## config.mk

```make
export PLATFORM = sky130hd
export DESIGN_NAME = ssm_top
export DESIGN_NICKNAME = d
export VERILOG_FILES = /design/src/ssm_pkg.sv /design/src/ssm_top.sv
export SDC_FILE = /design/constraint.sdc
export NUM_CORES = 1
export LEC_CHECK = 0
export BUFFER_PORTS_ARGS = -buffer_cell sky130_fd_sc_hd__buf_2
export CAP_MARGIN = 25
export CORE_ASPECT_RATIO = 1.25
export CORE_MARGIN = 2
export CORE_UTILIZATION = 30
export CTS_CLUSTER_DIAMETER = 100
export DETAILED_ROUTE_END_ITERATION = 6
export SLEW_MARGIN = 10
export SYNTH_ARGS = -nofsm -noshare
export SYNTH_HDL_FRONTEND = slang
export SYNTH_SLANG_ARGS = --single-unit
```

## constraint.sdc

```tcl
create_clock -name aclk -period 3.44 [get_ports aclk]
set_clock_uncertainty 0.05 [all_clocks]
set_input_delay 0.344 -clock aclk [delete_from_list [all_inputs] [get_ports aclk]]
set_output_delay 0.344 -clock aclk [all_outputs]
set_load 0.01 [all_outputs]
```

## src/ssm_pkg.sv

```systemverilog
// Constants for the synchronous serial receive/transmit port
// Operation
// - Either receive enable starts synchronous reception
// - Sample data on falling shift clock edge
// - Single enable receives one word, then stops
// - Continuous enable receives until software clears it
// - Both enables set behaves as continuous
// - Word done sets flag; enable gates interrupt
// - Ninth bit, errors, data readable after word
// - Clearing continuous enable clears receive error
// - Nine-bit select receives nine-bit words
// - Clearing master select enters slave mode
// - Slave mode shifts on externally supplied clock
// - Slave shifting works in any low-power mode
// - First word loads shifter at once in sleep
// - Second word waits; empty flag stays clear
// - After first word, second loads, flag sets
// - Empty event with enable wakes from sleep
// - Ninth bit field sent as ninth bit
// - Writing transmit buffer starts transmission
// - Empty flag sets on handoff, clears on write
// - Polarity select sets clock idle level
package ssm_pkg;

   // ****************************************************************
   // Register byte offsets
   // ****************************************************************
   localparam int              SSM_ADDR_W       = 8;
   localparam logic [7:0]      SSM_OFS_FLAGS    = 8'h00;
   localparam logic [7:0]      SSM_OFS_ENABLES  = 8'h04;
   localparam logic [7:0]      SSM_OFS_RX_STAT  = 8'h08;
   localparam logic [7:0]      SSM_OFS_RX_DATA  = 8'h0C;
   localparam logic [7:0]      SSM_OFS_TX_STAT  = 8'h10;
   localparam logic [7:0]      SSM_OFS_BAUD_CTL = 8'h14;
   localparam logic [7:0]      SSM_OFS_DIV_HI   = 8'h18;
   localparam logic [7:0]      SSM_OFS_DIV_LO   = 8'h1C;
   localparam logic [7:0]      SSM_OFS_TX_DATA  = 8'h20;

   // ****************************************************************
   // Field positions
   // ****************************************************************
   localparam int              SSM_B_RX_DONE    = 5;
   localparam int              SSM_B_TX_EMPTY   = 4;
   localparam int              SSM_B_RX_IE      = 5;
   localparam int              SSM_B_TX_IE      = 4;
   localparam int              SSM_B_PORT_EN    = 7;
   localparam int              SSM_B_RX_NINE    = 6;
   localparam int              SSM_B_RX_SINGLE  = 5;
   localparam int              SSM_B_RX_CONT    = 4;
   localparam int              SSM_B_RX_OVERRUN = 1;
   localparam int              SSM_B_RX_NINTH   = 0;
   localparam int              SSM_B_CLK_MASTER = 7;
   localparam int              SSM_B_TX_NINE    = 6;
   localparam int              SSM_B_TX_EN      = 5;
   localparam int              SSM_B_SYNC_MODE  = 4;
   localparam int              SSM_B_SHIFT_IDLE = 1;
   localparam int              SSM_B_TX_NINTH   = 0;
   localparam int              SSM_B_CLK_POL    = 4;
   localparam int              SSM_B_DIV16      = 3;

   // ****************************************************************
   // Reset values, counts and bus answers
   // ****************************************************************
   localparam logic            SSM_TX_EMPTY_RST = 1'b1;
   localparam logic            SSM_PIN_RELEASED = 1'b1;
   localparam logic            SSM_LINE_IDLE    = 1'b1;
   localparam logic [3:0]      SSM_BITS_EIGHT   = 4'h8;
   localparam logic [3:0]      SSM_BITS_NINE    = 4'h9;
   localparam logic [17:0]     SSM_HALF_MULT    = 18'h00002;
   localparam logic [1:0]      SSM_RESP_OKAY    = 2'h0;
   localparam logic [1:0]      SSM_RESP_SLVERR  = 2'h2;

endpackage

```

## src/ssm_top.sv

```systemverilog
// Synchronous serial port: master reception and slave transmission
`timescale 1ns/1ps
module ssm_top
#(
   parameter int ADDR_W = ssm_pkg::SSM_ADDR_W
)
(
   input  wire logic              aclk,
   input  wire logic              aresetn,
   input  wire logic              awvalid,
   output logic                   awready,
   input  wire logic [ADDR_W-1:0] awaddr,
   input  wire logic [2:0]        awprot,
   input  wire logic              wvalid,
   output logic                   wready,
   input  wire logic [31:0]       wdata,
   input  wire logic [3:0]        wstrb,
   output logic                   bvalid,
   input  wire logic              bready,
   output logic [1:0]             bresp,
   input  wire logic              arvalid,
   output logic                   arready,
   input  wire logic [ADDR_W-1:0] araddr,
   input  wire logic [2:0]        arprot,
   output logic                   rvalid,
   input  wire logic              rready,
   output logic [31:0]            rdata,
   output logic [1:0]             rresp,
   input  wire logic              sleep_mode,
   input  wire logic              shift_clock_pin_level,
   output logic                   shift_clock_pin_drive,
   output logic                   shift_clock_pin_en_n,
   input  wire logic              data_pin_level,
   output logic                   data_pin_drive,
   output logic                   data_pin_en_n,
   output logic                   periph_irq,
   output logic                   wake_req
);
   import ssm_pkg::*;

   // ****************************************************************
   // State
   // ****************************************************************
   typedef struct packed {
      logic              aw_have;
      logic [ADDR_W-1:0] aw_addr;
      logic              w_have;
      logic [7:0]        w_data;
      logic              w_lane;
      logic              awready;
      logic              wready;
      logic              bvalid;
      logic [1:0]        bresp;
      logic              arready;
      logic              rvalid;
      logic [1:0]        rresp;
      logic [31:0]       rdata;
      logic              rx_done;
      logic              tx_empty;
      logic              rx_ie;
      logic              tx_ie;
      logic              port_en;
      logic              rx_nine;
      logic              rx_single;
      logic              rx_cont;
      logic              rx_overrun;
      logic              rx_ninth;
      logic [7:0]        rx_data;
      logic              clk_master;
      logic              tx_nine;
      logic              tx_en;
      logic              sync_mode;
      logic              tx_ninth;
      logic              clk_pol;
      logic              div16;
      logic [7:0]        div_hi;
      logic [7:0]        div_lo;
      logic [8:0]        rx_shift;
      logic [3:0]        rx_cnt;
      logic [17:0]       brg_cnt;
      logic              sck_lvl;
      logic [8:0]        tx_buf;
      logic              tx_buf_full;
      logic [8:0]        tx_shift;
      logic [3:0]        tx_cnt;
      logic              tx_busy;
      logic              ck_s1;
      logic              ck_s2;
      logic              ck_s3;
      logic              dt_s1;
      logic              dt_s2;
      logic              sck_en_n;
      logic              dt_drv;
      logic              dt_en_n;
      logic              irq;
      logic              wake;
   } ssm_state_type;

   ssm_state_type s_q;
   ssm_state_type s_d;
   logic          wr_tx;
   logic          wr_rx_stat;
   logic          rx_word_done;
   logic          master_rx;
   logic          slave_tx;

   // ****************************************************************
   // Next-state logic
   // ****************************************************************
   always_comb
   begin
      logic              aw_take;
      logic              w_take;
      logic              do_wr;
      logic              ck_fall;
      logic              new_lvl;
      logic [3:0]        cnt;
      logic [8:0]        sh;
      logic [3:0]        nbits_rx;
      logic [3:0]        nbits_tx;
      logic [15:0]       div;
      logic [17:0]       half;
      logic [7:0]        wd;
      aw_take      = awvalid & s_q.awready;
      w_take       = wvalid & s_q.wready;
      do_wr        = 1'b0;
      wd           = 8'h00;
      ck_fall      = s_q.ck_s3 & ~s_q.ck_s2;
      new_lvl      = 1'b0;
      cnt          = s_q.rx_cnt;
      sh           = s_q.rx_shift;
      nbits_rx     = s_q.rx_nine ? SSM_BITS_NINE : SSM_BITS_EIGHT;
      nbits_tx     = s_q.tx_nine ? SSM_BITS_NINE : SSM_BITS_EIGHT;
      div          = s_q.div16 ? {s_q.div_hi, s_q.div_lo}
                                : {8'h00, s_q.div_lo};
      half         = 18'(({2'h0, div} + 18'h00001) * SSM_HALF_MULT);
      wr_tx        = 1'b0;
      wr_rx_stat   = 1'b0;
      rx_word_done = 1'b0;
      s_d          = s_q;

      // Pin synchronisers
      s_d.ck_s1 = shift_clock_pin_level;
      s_d.ck_s2 = s_q.ck_s1;
      s_d.ck_s3 = s_q.ck_s2;
      s_d.dt_s1 = data_pin_level;
      s_d.dt_s2 = s_q.dt_s1;

      // Write address and data captured in either order
      if (aw_take)
      begin
         s_d.aw_have = 1'b1;
         s_d.aw_addr = awaddr;
      end
      if (w_take)
      begin
         s_d.w_have = 1'b1;
         s_d.w_data = wdata[7:0];
         s_d.w_lane = wstrb[0];
      end
      if (s_q.bvalid && bready)
      begin
         s_d.bvalid = 1'b0;
      end
      do_wr = s_d.aw_have & s_d.w_have & ~s_q.bvalid;
      wd    = s_d.w_data;

      // Register writes
      if (do_wr)
      begin
         s_d.aw_have = 1'b0;
         s_d.w_have  = 1'b0;
         s_d.bvalid  = 1'b1;
         s_d.bresp   = SSM_RESP_OKAY;
         case (8'(s_d.aw_addr))
            SSM_OFS_FLAGS, SSM_OFS_RX_DATA:
            begin
               s_d.bresp = SSM_RESP_OKAY;
            end
            SSM_OFS_ENABLES:
            begin
               if (s_d.w_lane)
               begin
                  s_d.rx_ie = wd[SSM_B_RX_IE];
                  s_d.tx_ie = wd[SSM_B_TX_IE];
               end
            end
            SSM_OFS_RX_STAT:
            begin
               if (s_d.w_lane)
               begin
                  wr_rx_stat    = 1'b1;
                  s_d.port_en   = wd[SSM_B_PORT_EN];
                  s_d.rx_nine   = wd[SSM_B_RX_NINE];
                  s_d.rx_single = wd[SSM_B_RX_SINGLE];
                  s_d.rx_cont   = wd[SSM_B_RX_CONT];
                  if (!wd[SSM_B_RX_CONT])
                  begin
                     s_d.rx_overrun = 1'b0;
                  end
               end
            end
            SSM_OFS_TX_STAT:
            begin
               if (s_d.w_lane)
               begin
                  s_d.clk_master = wd[SSM_B_CLK_MASTER];
                  s_d.tx_nine    = wd[SSM_B_TX_NINE];
                  s_d.tx_en      = wd[SSM_B_TX_EN];
                  s_d.sync_mode  = wd[SSM_B_SYNC_MODE];
                  s_d.tx_ninth   = wd[SSM_B_TX_NINTH];
               end
            end
            SSM_OFS_BAUD_CTL:
            begin
               if (s_d.w_lane)
               begin
                  s_d.clk_pol = wd[SSM_B_CLK_POL];
                  s_d.div16   = wd[SSM_B_DIV16];
               end
            end
            SSM_OFS_DIV_HI:
            begin
               if (s_d.w_lane)
               begin
                  s_d.div_hi = wd;
               end
            end
            SSM_OFS_DIV_LO:
            begin
               if (s_d.w_lane)
               begin
                  s_d.div_lo = wd;
               end
            end
            SSM_OFS_TX_DATA:
            begin
               if (s_d.w_lane)
               begin
                  wr_tx           = 1'b1;
                  s_d.tx_buf      = {s_q.tx_ninth, wd};
                  s_d.tx_buf_full = 1'b1;
                  s_d.tx_empty    = 1'b0;
               end
            end
            default:
            begin
               s_d.bresp = SSM_RESP_SLVERR;
            end
         endcase
      end

      // Register reads
      if (s_q.rvalid && rready)
      begin
         s_d.rvalid = 1'b0;
      end
      if (arvalid && s_q.arready)
      begin
         s_d.rvalid = 1'b1;
         s_d.rresp  = SSM_RESP_OKAY;
         s_d.rdata  = '0;
         case (8'(araddr))
            SSM_OFS_FLAGS:
            begin
               s_d.rdata[SSM_B_RX_DONE]  = s_q.rx_done;
               s_d.rdata[SSM_B_TX_EMPTY] = s_q.tx_empty;
            end
            SSM_OFS_ENABLES:
            begin
               s_d.rdata[SSM_B_RX_IE] = s_q.rx_ie;
               s_d.rdata[SSM_B_TX_IE] = s_q.tx_ie;
            end
            SSM_OFS_RX_STAT:
            begin
               s_d.rdata[SSM_B_PORT_EN]    = s_q.port_en;
               s_d.rdata[SSM_B_RX_NINE]    = s_q.rx_nine;
               s_d.rdata[SSM_B_RX_SINGLE]  = s_q.rx_single;
               s_d.rdata[SSM_B_RX_CONT]    = s_q.rx_cont;
               s_d.rdata[SSM_B_RX_OVERRUN] = s_q.rx_overrun;
               s_d.rdata[SSM_B_RX_NINTH]   = s_q.rx_ninth;
            end
            SSM_OFS_RX_DATA:
            begin
               s_d.rdata[7:0] = s_q.rx_data;
               s_d.rx_done    = 1'b0;
            end
            SSM_OFS_TX_STAT:
            begin
               s_d.rdata[SSM_B_CLK_MASTER] = s_q.clk_master;
               s_d.rdata[SSM_B_TX_NINE]    = s_q.tx_nine;
               s_d.rdata[SSM_B_TX_EN]      = s_q.tx_en;
               s_d.rdata[SSM_B_SYNC_MODE]  = s_q.sync_mode;
               s_d.rdata[SSM_B_SHIFT_IDLE] = ~s_q.tx_busy;
               s_d.rdata[SSM_B_TX_NINTH]   = s_q.tx_ninth;
            end
            SSM_OFS_BAUD_CTL:
            begin
               s_d.rdata[SSM_B_CLK_POL] = s_q.clk_pol;
               s_d.rdata[SSM_B_DIV16]   = s_q.div16;
            end
            SSM_OFS_DIV_HI:
            begin
               s_d.rdata[7:0] = s_q.div_hi;
            end
            SSM_OFS_DIV_LO:
            begin
               s_d.rdata[7:0] = s_q.div_lo;
            end
            SSM_OFS_TX_DATA:
            begin
               s_d.rdata[7:0] = s_q.tx_buf[7:0];
            end
            default:
            begin
               s_d.rresp = SSM_RESP_SLVERR;
            end
         endcase
      end

      // Master reception: clock generator and sampler
      master_rx = s_q.sync_mode & s_q.port_en & s_q.clk_master
                & (s_q.rx_single | s_q.rx_cont);
      if (!master_rx)
      begin
         s_d.sck_lvl = s_d.clk_pol;
         s_d.brg_cnt = half - 18'h00001;
         s_d.rx_cnt  = 4'h0;
      end
      else if (s_q.brg_cnt != 18'h00000)
      begin
         s_d.brg_cnt = s_q.brg_cnt - 18'h00001;
      end
      else
      begin
         s_d.brg_cnt = half - 18'h00001;
         new_lvl     = ~s_q.sck_lvl;
         s_d.sck_lvl = new_lvl;
         if (!new_lvl)
         begin
            sh  = {s_q.dt_s2, s_q.rx_shift[8:1]};
            cnt = s_q.rx_cnt + 4'h1;
         end
         if (new_lvl == s_q.clk_pol && cnt == nbits_rx)
         begin
            rx_word_done = 1'b1;
            cnt          = 4'h0;
            if (!s_q.rx_cont)
            begin
               s_d.rx_single = 1'b0;
            end
            if (s_d.rx_done)
            begin
               // A clear of continuous mode in this cycle wins
               if (!wr_rx_stat || s_d.rx_cont)
               begin
                  s_d.rx_overrun = 1'b1;
               end
            end
            else
            begin
               s_d.rx_done  = 1'b1;
               s_d.rx_data  = s_q.rx_nine ? sh[7:0] : sh[8:1];
               s_d.rx_ninth = s_q.rx_nine & sh[8];
            end
         end
         s_d.rx_shift = sh;
         s_d.rx_cnt   = cnt;
      end

      // Slave transmission on the external shift clock
      slave_tx = s_q.sync_mode & s_q.port_en & ~s_q.clk_master
               & s_q.tx_en;
      if (!slave_tx)
      begin
         s_d.tx_busy = 1'b0;
         s_d.tx_cnt  = 4'h0;
      end
      else
      begin
         if (s_q.tx_busy && ck_fall)
         begin
            s_d.tx_shift = {1'b0, s_q.tx_shift[8:1]};
            s_d.tx_cnt   = s_q.tx_cnt + 4'h1;
            if (s_q.tx_cnt + 4'h1 == nbits_tx)
            begin
               s_d.tx_busy = 1'b0;
            end
         end
         if (!s_d.tx_busy && s_q.tx_buf_full && !wr_tx)
         begin
            s_d.tx_shift    = s_q.tx_buf;
            s_d.tx_busy     = 1'b1;
            s_d.tx_cnt      = 4'h0;
            s_d.tx_buf_full = 1'b0;
            s_d.tx_empty    = 1'b1;
         end
      end

      // Pin and request outputs
      s_d.sck_en_n = ~(s_d.sync_mode & s_d.port_en & s_d.clk_master);
      s_d.dt_en_n  = ~(s_d.sync_mode & s_d.port_en & ~s_d.clk_master
                       & s_d.tx_en);
      s_d.dt_drv   = s_d.tx_busy ? s_d.tx_shift[0] : SSM_LINE_IDLE;
      s_d.irq      = (s_d.rx_done & s_d.rx_ie)
                   | (s_d.tx_empty & s_d.tx_ie);
      s_d.wake     = sleep_mode & s_d.irq;

      // Bus ready flags
      s_d.awready = ~s_d.aw_have & ~s_d.bvalid;
      s_d.wready  = ~s_d.w_have & ~s_d.bvalid;
      s_d.arready = ~s_d.rvalid;
   end

   // ****************************************************************
   // State register
   // ****************************************************************
   always_ff @(posedge aclk)
   begin
      if (!aresetn)
      begin
         s_q          <= '0;
         s_q.tx_empty <= SSM_TX_EMPTY_RST;
         s_q.sck_en_n <= SSM_PIN_RELEASED;
         s_q.dt_en_n  <= SSM_PIN_RELEASED;
         s_q.dt_drv   <= SSM_LINE_IDLE;
      end
      else
      begin
         s_q <= s_d;
      end
   end

   // Outputs straight from the state register
   assign awready               = s_q.awready;
   assign wready                = s_q.wready;
   assign bvalid                = s_q.bvalid;
   assign bresp                 = s_q.bresp;
   assign arready               = s_q.arready;
   assign rvalid                = s_q.rvalid;
   assign rdata                 = s_q.rdata;
   assign rresp                 = s_q.rresp;
   assign shift_clock_pin_drive = s_q.sck_lvl;
   assign shift_clock_pin_en_n  = s_q.sck_en_n;
   assign data_pin_drive        = s_q.dt_drv;
   assign data_pin_en_n         = s_q.dt_en_n;
   assign periph_irq            = s_q.irq;
   assign wake_req              = s_q.wake;
endmodule

```

==> flow_summary.yaml <==
global_route:
  grt_pass1_vias: 5969
  grt_use_total_pct: 14.6
  overflow: 0
  grt_max_degree: 41
  grt_pass1_wl_um: 31100
  antenna_found_initial: 2
sta:
  setup_viol: 0
  slew_viol_final: 0
  tightestPinTransition_ns: 0.869
  fmax_ghz: 0.342
  setup_tns_ns: 0
  maxSlewHeadroom_pct: 41.5
  finalCriticalPeriod_ns: 2.92
  fin_crit_sh_pct: 85.0
  hold_violations: 0
  rsz0062_at_grt: "no"
die:
  die_x_um: 146
  die_h_um: 182
  die_area_sq_um: 26500
  core-area_sq_um: 25000
  io_pins: 115
  rows: 65
  initial_utilization_pct: 30.2
critical_path:
  slowest_delay_ns: 0.56
  crit_fanout: 11
  cp.required_ns: 3.75
  path_buf_inv: 0
  r2r_slack_ns: 0.52
  path_class: "register to register"
  rr_startpoint: "s_q[67]"
  r2r_cells: 7
  crit_chain: "ha_1 > nand4_1 > o31ai_1 > a21oi_1 > or3_1 > nor4_1 > mux2i_1"
  endpoint_kind: "register"
  worstSetupStartpointType: "register"
  worstPathArrival_ns: 3.23
  r2r_end: "s_q[52]"
  crit_slowest_cell: "dfxtp_1"
  cpLargestDelayFamily: "simple AND/OR/NAND/NOR gates"
clocking:
  cts.sinks: 141
  htreeDepth: 4
  cts_buffers: 17
  cts_tree: "done"
  clk_path_buf_depth: 2
  cts_root_buffer: "clkbuf_16"
  cts-resized-gates: 0
  post_cts_hold_buffer_count: 0
  clock_latency_ns: 0.43
  cts_setup_buffers: 0
  path_clk_slew_ns: 0.06
drt:
  finalWirelength_um: 19200
  vias: 6383
  drt_iter0_markers: 311
  ant_nets: 0
  wl_per_cell_um: 15.4
  drc: 0
  routed_via_density: 5.12
  first_pass_iters: 5
layout:
  fillers: 2631
  fin_util_pct: 34.2
  area_growth_pct: 13.2
  drive_above_1_share_pct: 15.4
  diodes: 0
  multi_input_area_sq_um: 4320
  seq_area_sq_um: 2820
  nNetsFinal: 972
power_and_ir_drop:
  comb_power_share_pct: 6.8
  ir_worst_vdd_mv: 0.308
  power.share.switching_pct: 24.4
  pwr-share-seq_pct: 44.7
  power_density_nw_per_um2: 438
  power.internal_w: 0.00283
  cellLeakagePower_nw: 3.28
  p_switching_w: 0.000915
  pwr-share-clk_pct: 48.5
outcome:
  status: "completed"
synth:
  ys_warn_count: 0
  async_reset_ff_share_pct: 0
  synth_ff_type: "dfxtp_1"
  synth_top_area_share_pct: 37.3
  ys_top_cells_by_area: "dfxtp_1 (37%), mux2i_1 (6.2%), nor2_1 (5.9%)"
  syn_area_per_cell_sq_um: 8.70
  syn_inst: 870
  synth_cell_types: 78
  ys_seq_area_share_pct: 37.3
  synth_top_area_cell: "dfxtp_1"
  syn-cell-area_sq_um: 7570
  synth-seq-cells: 141
  synth-edff-count: 0
place:
  gp_congestion: 0.820
  io_buffers: 55
  dpl.hpwl_um: 14100
min_path:
  hp-start: "data_pin_level"
  hold_class: "input port to register"
  min_delay_path_depth: 2
  hold_path_end: "s_d[5]"
job:
  drv_cap: 0
how the worst max path moves through the flow:
stage,depth (start not counted),startpoint,slack (ns),endpoint
2_1_floorplan,8,s_q[66],1.04,s_q[49]
3_3_place_gp,7,s_q[67],0.62,s_q[50]
5_1_grt,7,s_q[67],0.32,s_q[50]
4_1_cts,7,s_q[67],0.58,s_q[52]
3_5_place_dp,7,s_q[67],0.60,s_q[52]
6_report,7,s_q[67],0.52,s_q[52]
layer usage:
metal	track usage (%)	routed length [um]
met5	0	27
met4	6.29	452
met3	2.96	870
met2	24.7	9280
met1	18.1	8590
Yosys cell counts, drive strengths merged, types with 3 or more instances:
cell type and number:
dfxtp 141, nor2 118, nand2 61, buf 59
mux2i 50, a211oi 43, a21oi 37, clkbuf 25
o21ai 23, nor3 18, xor2 18, nand2b 17
nand3 17, xnor2 15, nand4 14, nor4 14
and2 12, inv 12, mux2 12, o31ai 11
or3 11, a31oi 9, a221oi 8, a32oi 8
nor2b 8, and3 7, o21a 7, or4 7
nor3b 6, a211o 5, and4 5, o221ai 5
or2 5, a2111oi 4, a22oi 4, ha 4
a311oi 3, nand4b 3, nor4b 3, o211a 3
o211ai 3, o21bai 3
final cells by class:
class,count,share of cell area [%]
Multi-Input combinational cell,658,50.4
Sequential cell,141,33.0
Clock buffer,18,5.13
Tap cell,335,4.89
Timing Repair Buffer,70,4.53
Clock inverter,12,1.58
Inverter,12,0.526
registers in the layout, indices dropped and copies added (netlist names):
register	cells
data_pin_en_n	1
periph_irq	1
wready	1
bvalid	1
s_q	117
arready	1
bresp	1
shift_clock_pin_drive	1
rvalid	1
wake_req	1
rresp	1
shift_clock_pin_en_n	1
awready	1
data_pin_drive	1
s_d	3
rdata	8
cell usage in the layout, fill, tap and decap left out, drive strengths merged, types with 8 or more instances in the layout:
cell type,instances
dfxtp,141
nor2,118
buf,70
nand2,61
mux2i,50
a211oi,43
a21oi,37
conb,26
o21ai,23
xor2,18
clkbuf,18
nor3,18
inv,18
nand2b,17
nand3,17
xnor2,15
nand4,14
nor4,14
mux2,12
and2,12
o31ai,11
or3,11
a31oi,9
a221oi,8
nor2b,8
a32oi,8
power by group through the flow:
stage,Sequential (W),Clock [W],Combinational (W)
2_1_floorplan,0.00171,0,0.000199
3_3_place_gp,0.00171,0,0.000254
3_5_place_dp,0.00171,0,0.000255
4_1_cts,0.00168,0.00186,0.000256
5_1_grt,0.00168,0.00193,0.000280
6_report,0.00168,0.00182,0.000254
per-stage QoR:
| step | setup WS (ns) | instances | instance area (sq um) | hold WS, ns | total power [W] |
|---|---|---|---|---|---|
| 6_report | 0.516 | 1246 | 8560 | 0.0669 | 0.00375 |
| 5_1_grt | 0.317 | 1246 | 8560 | 0.0507 | 0.00389 |
| 4_1_cts | 0.580 | 1246 | 8560 | 0.0474 | 0.00379 |
| 3_5_place_dp | 0.600 | 1216 | 7990 | 0.369 | 0.00197 |
| 3_3_place_gp | 0.623 | 1216 | 7990 | 0.363 | 0.00197 |
| 2_1_floorplan | 1.04 | 895 | 7660 | 0.352 | 0.00191 |
cell families (layout without fill, tap and decap cells):
family          after synthesis  after routing  synth area share [%]
flops                       141            141                  37.3
buf+inv                      96            112                  6.91
fa+ha+maj                     4              4                 0.661
mux                          64             64                  9.14
other cells                   1             26                0.0496
compound gates              197            197                  18.6
xor+xnor                     33             33                  3.82
simple gates                334            334                  23.5
worst reg2reg max path: stages, from the launching register on:
cell and delay [ns]:
dfxtp_1 0.56, ha_1 0.39, nand4_1 0.24, o31ai_1 0.30, a21oi_1 0.20, or3_1 0.43
nor4_1 0.46, mux2i_1 0.23
Note: power is estimated with default switching activity, not from simulation.
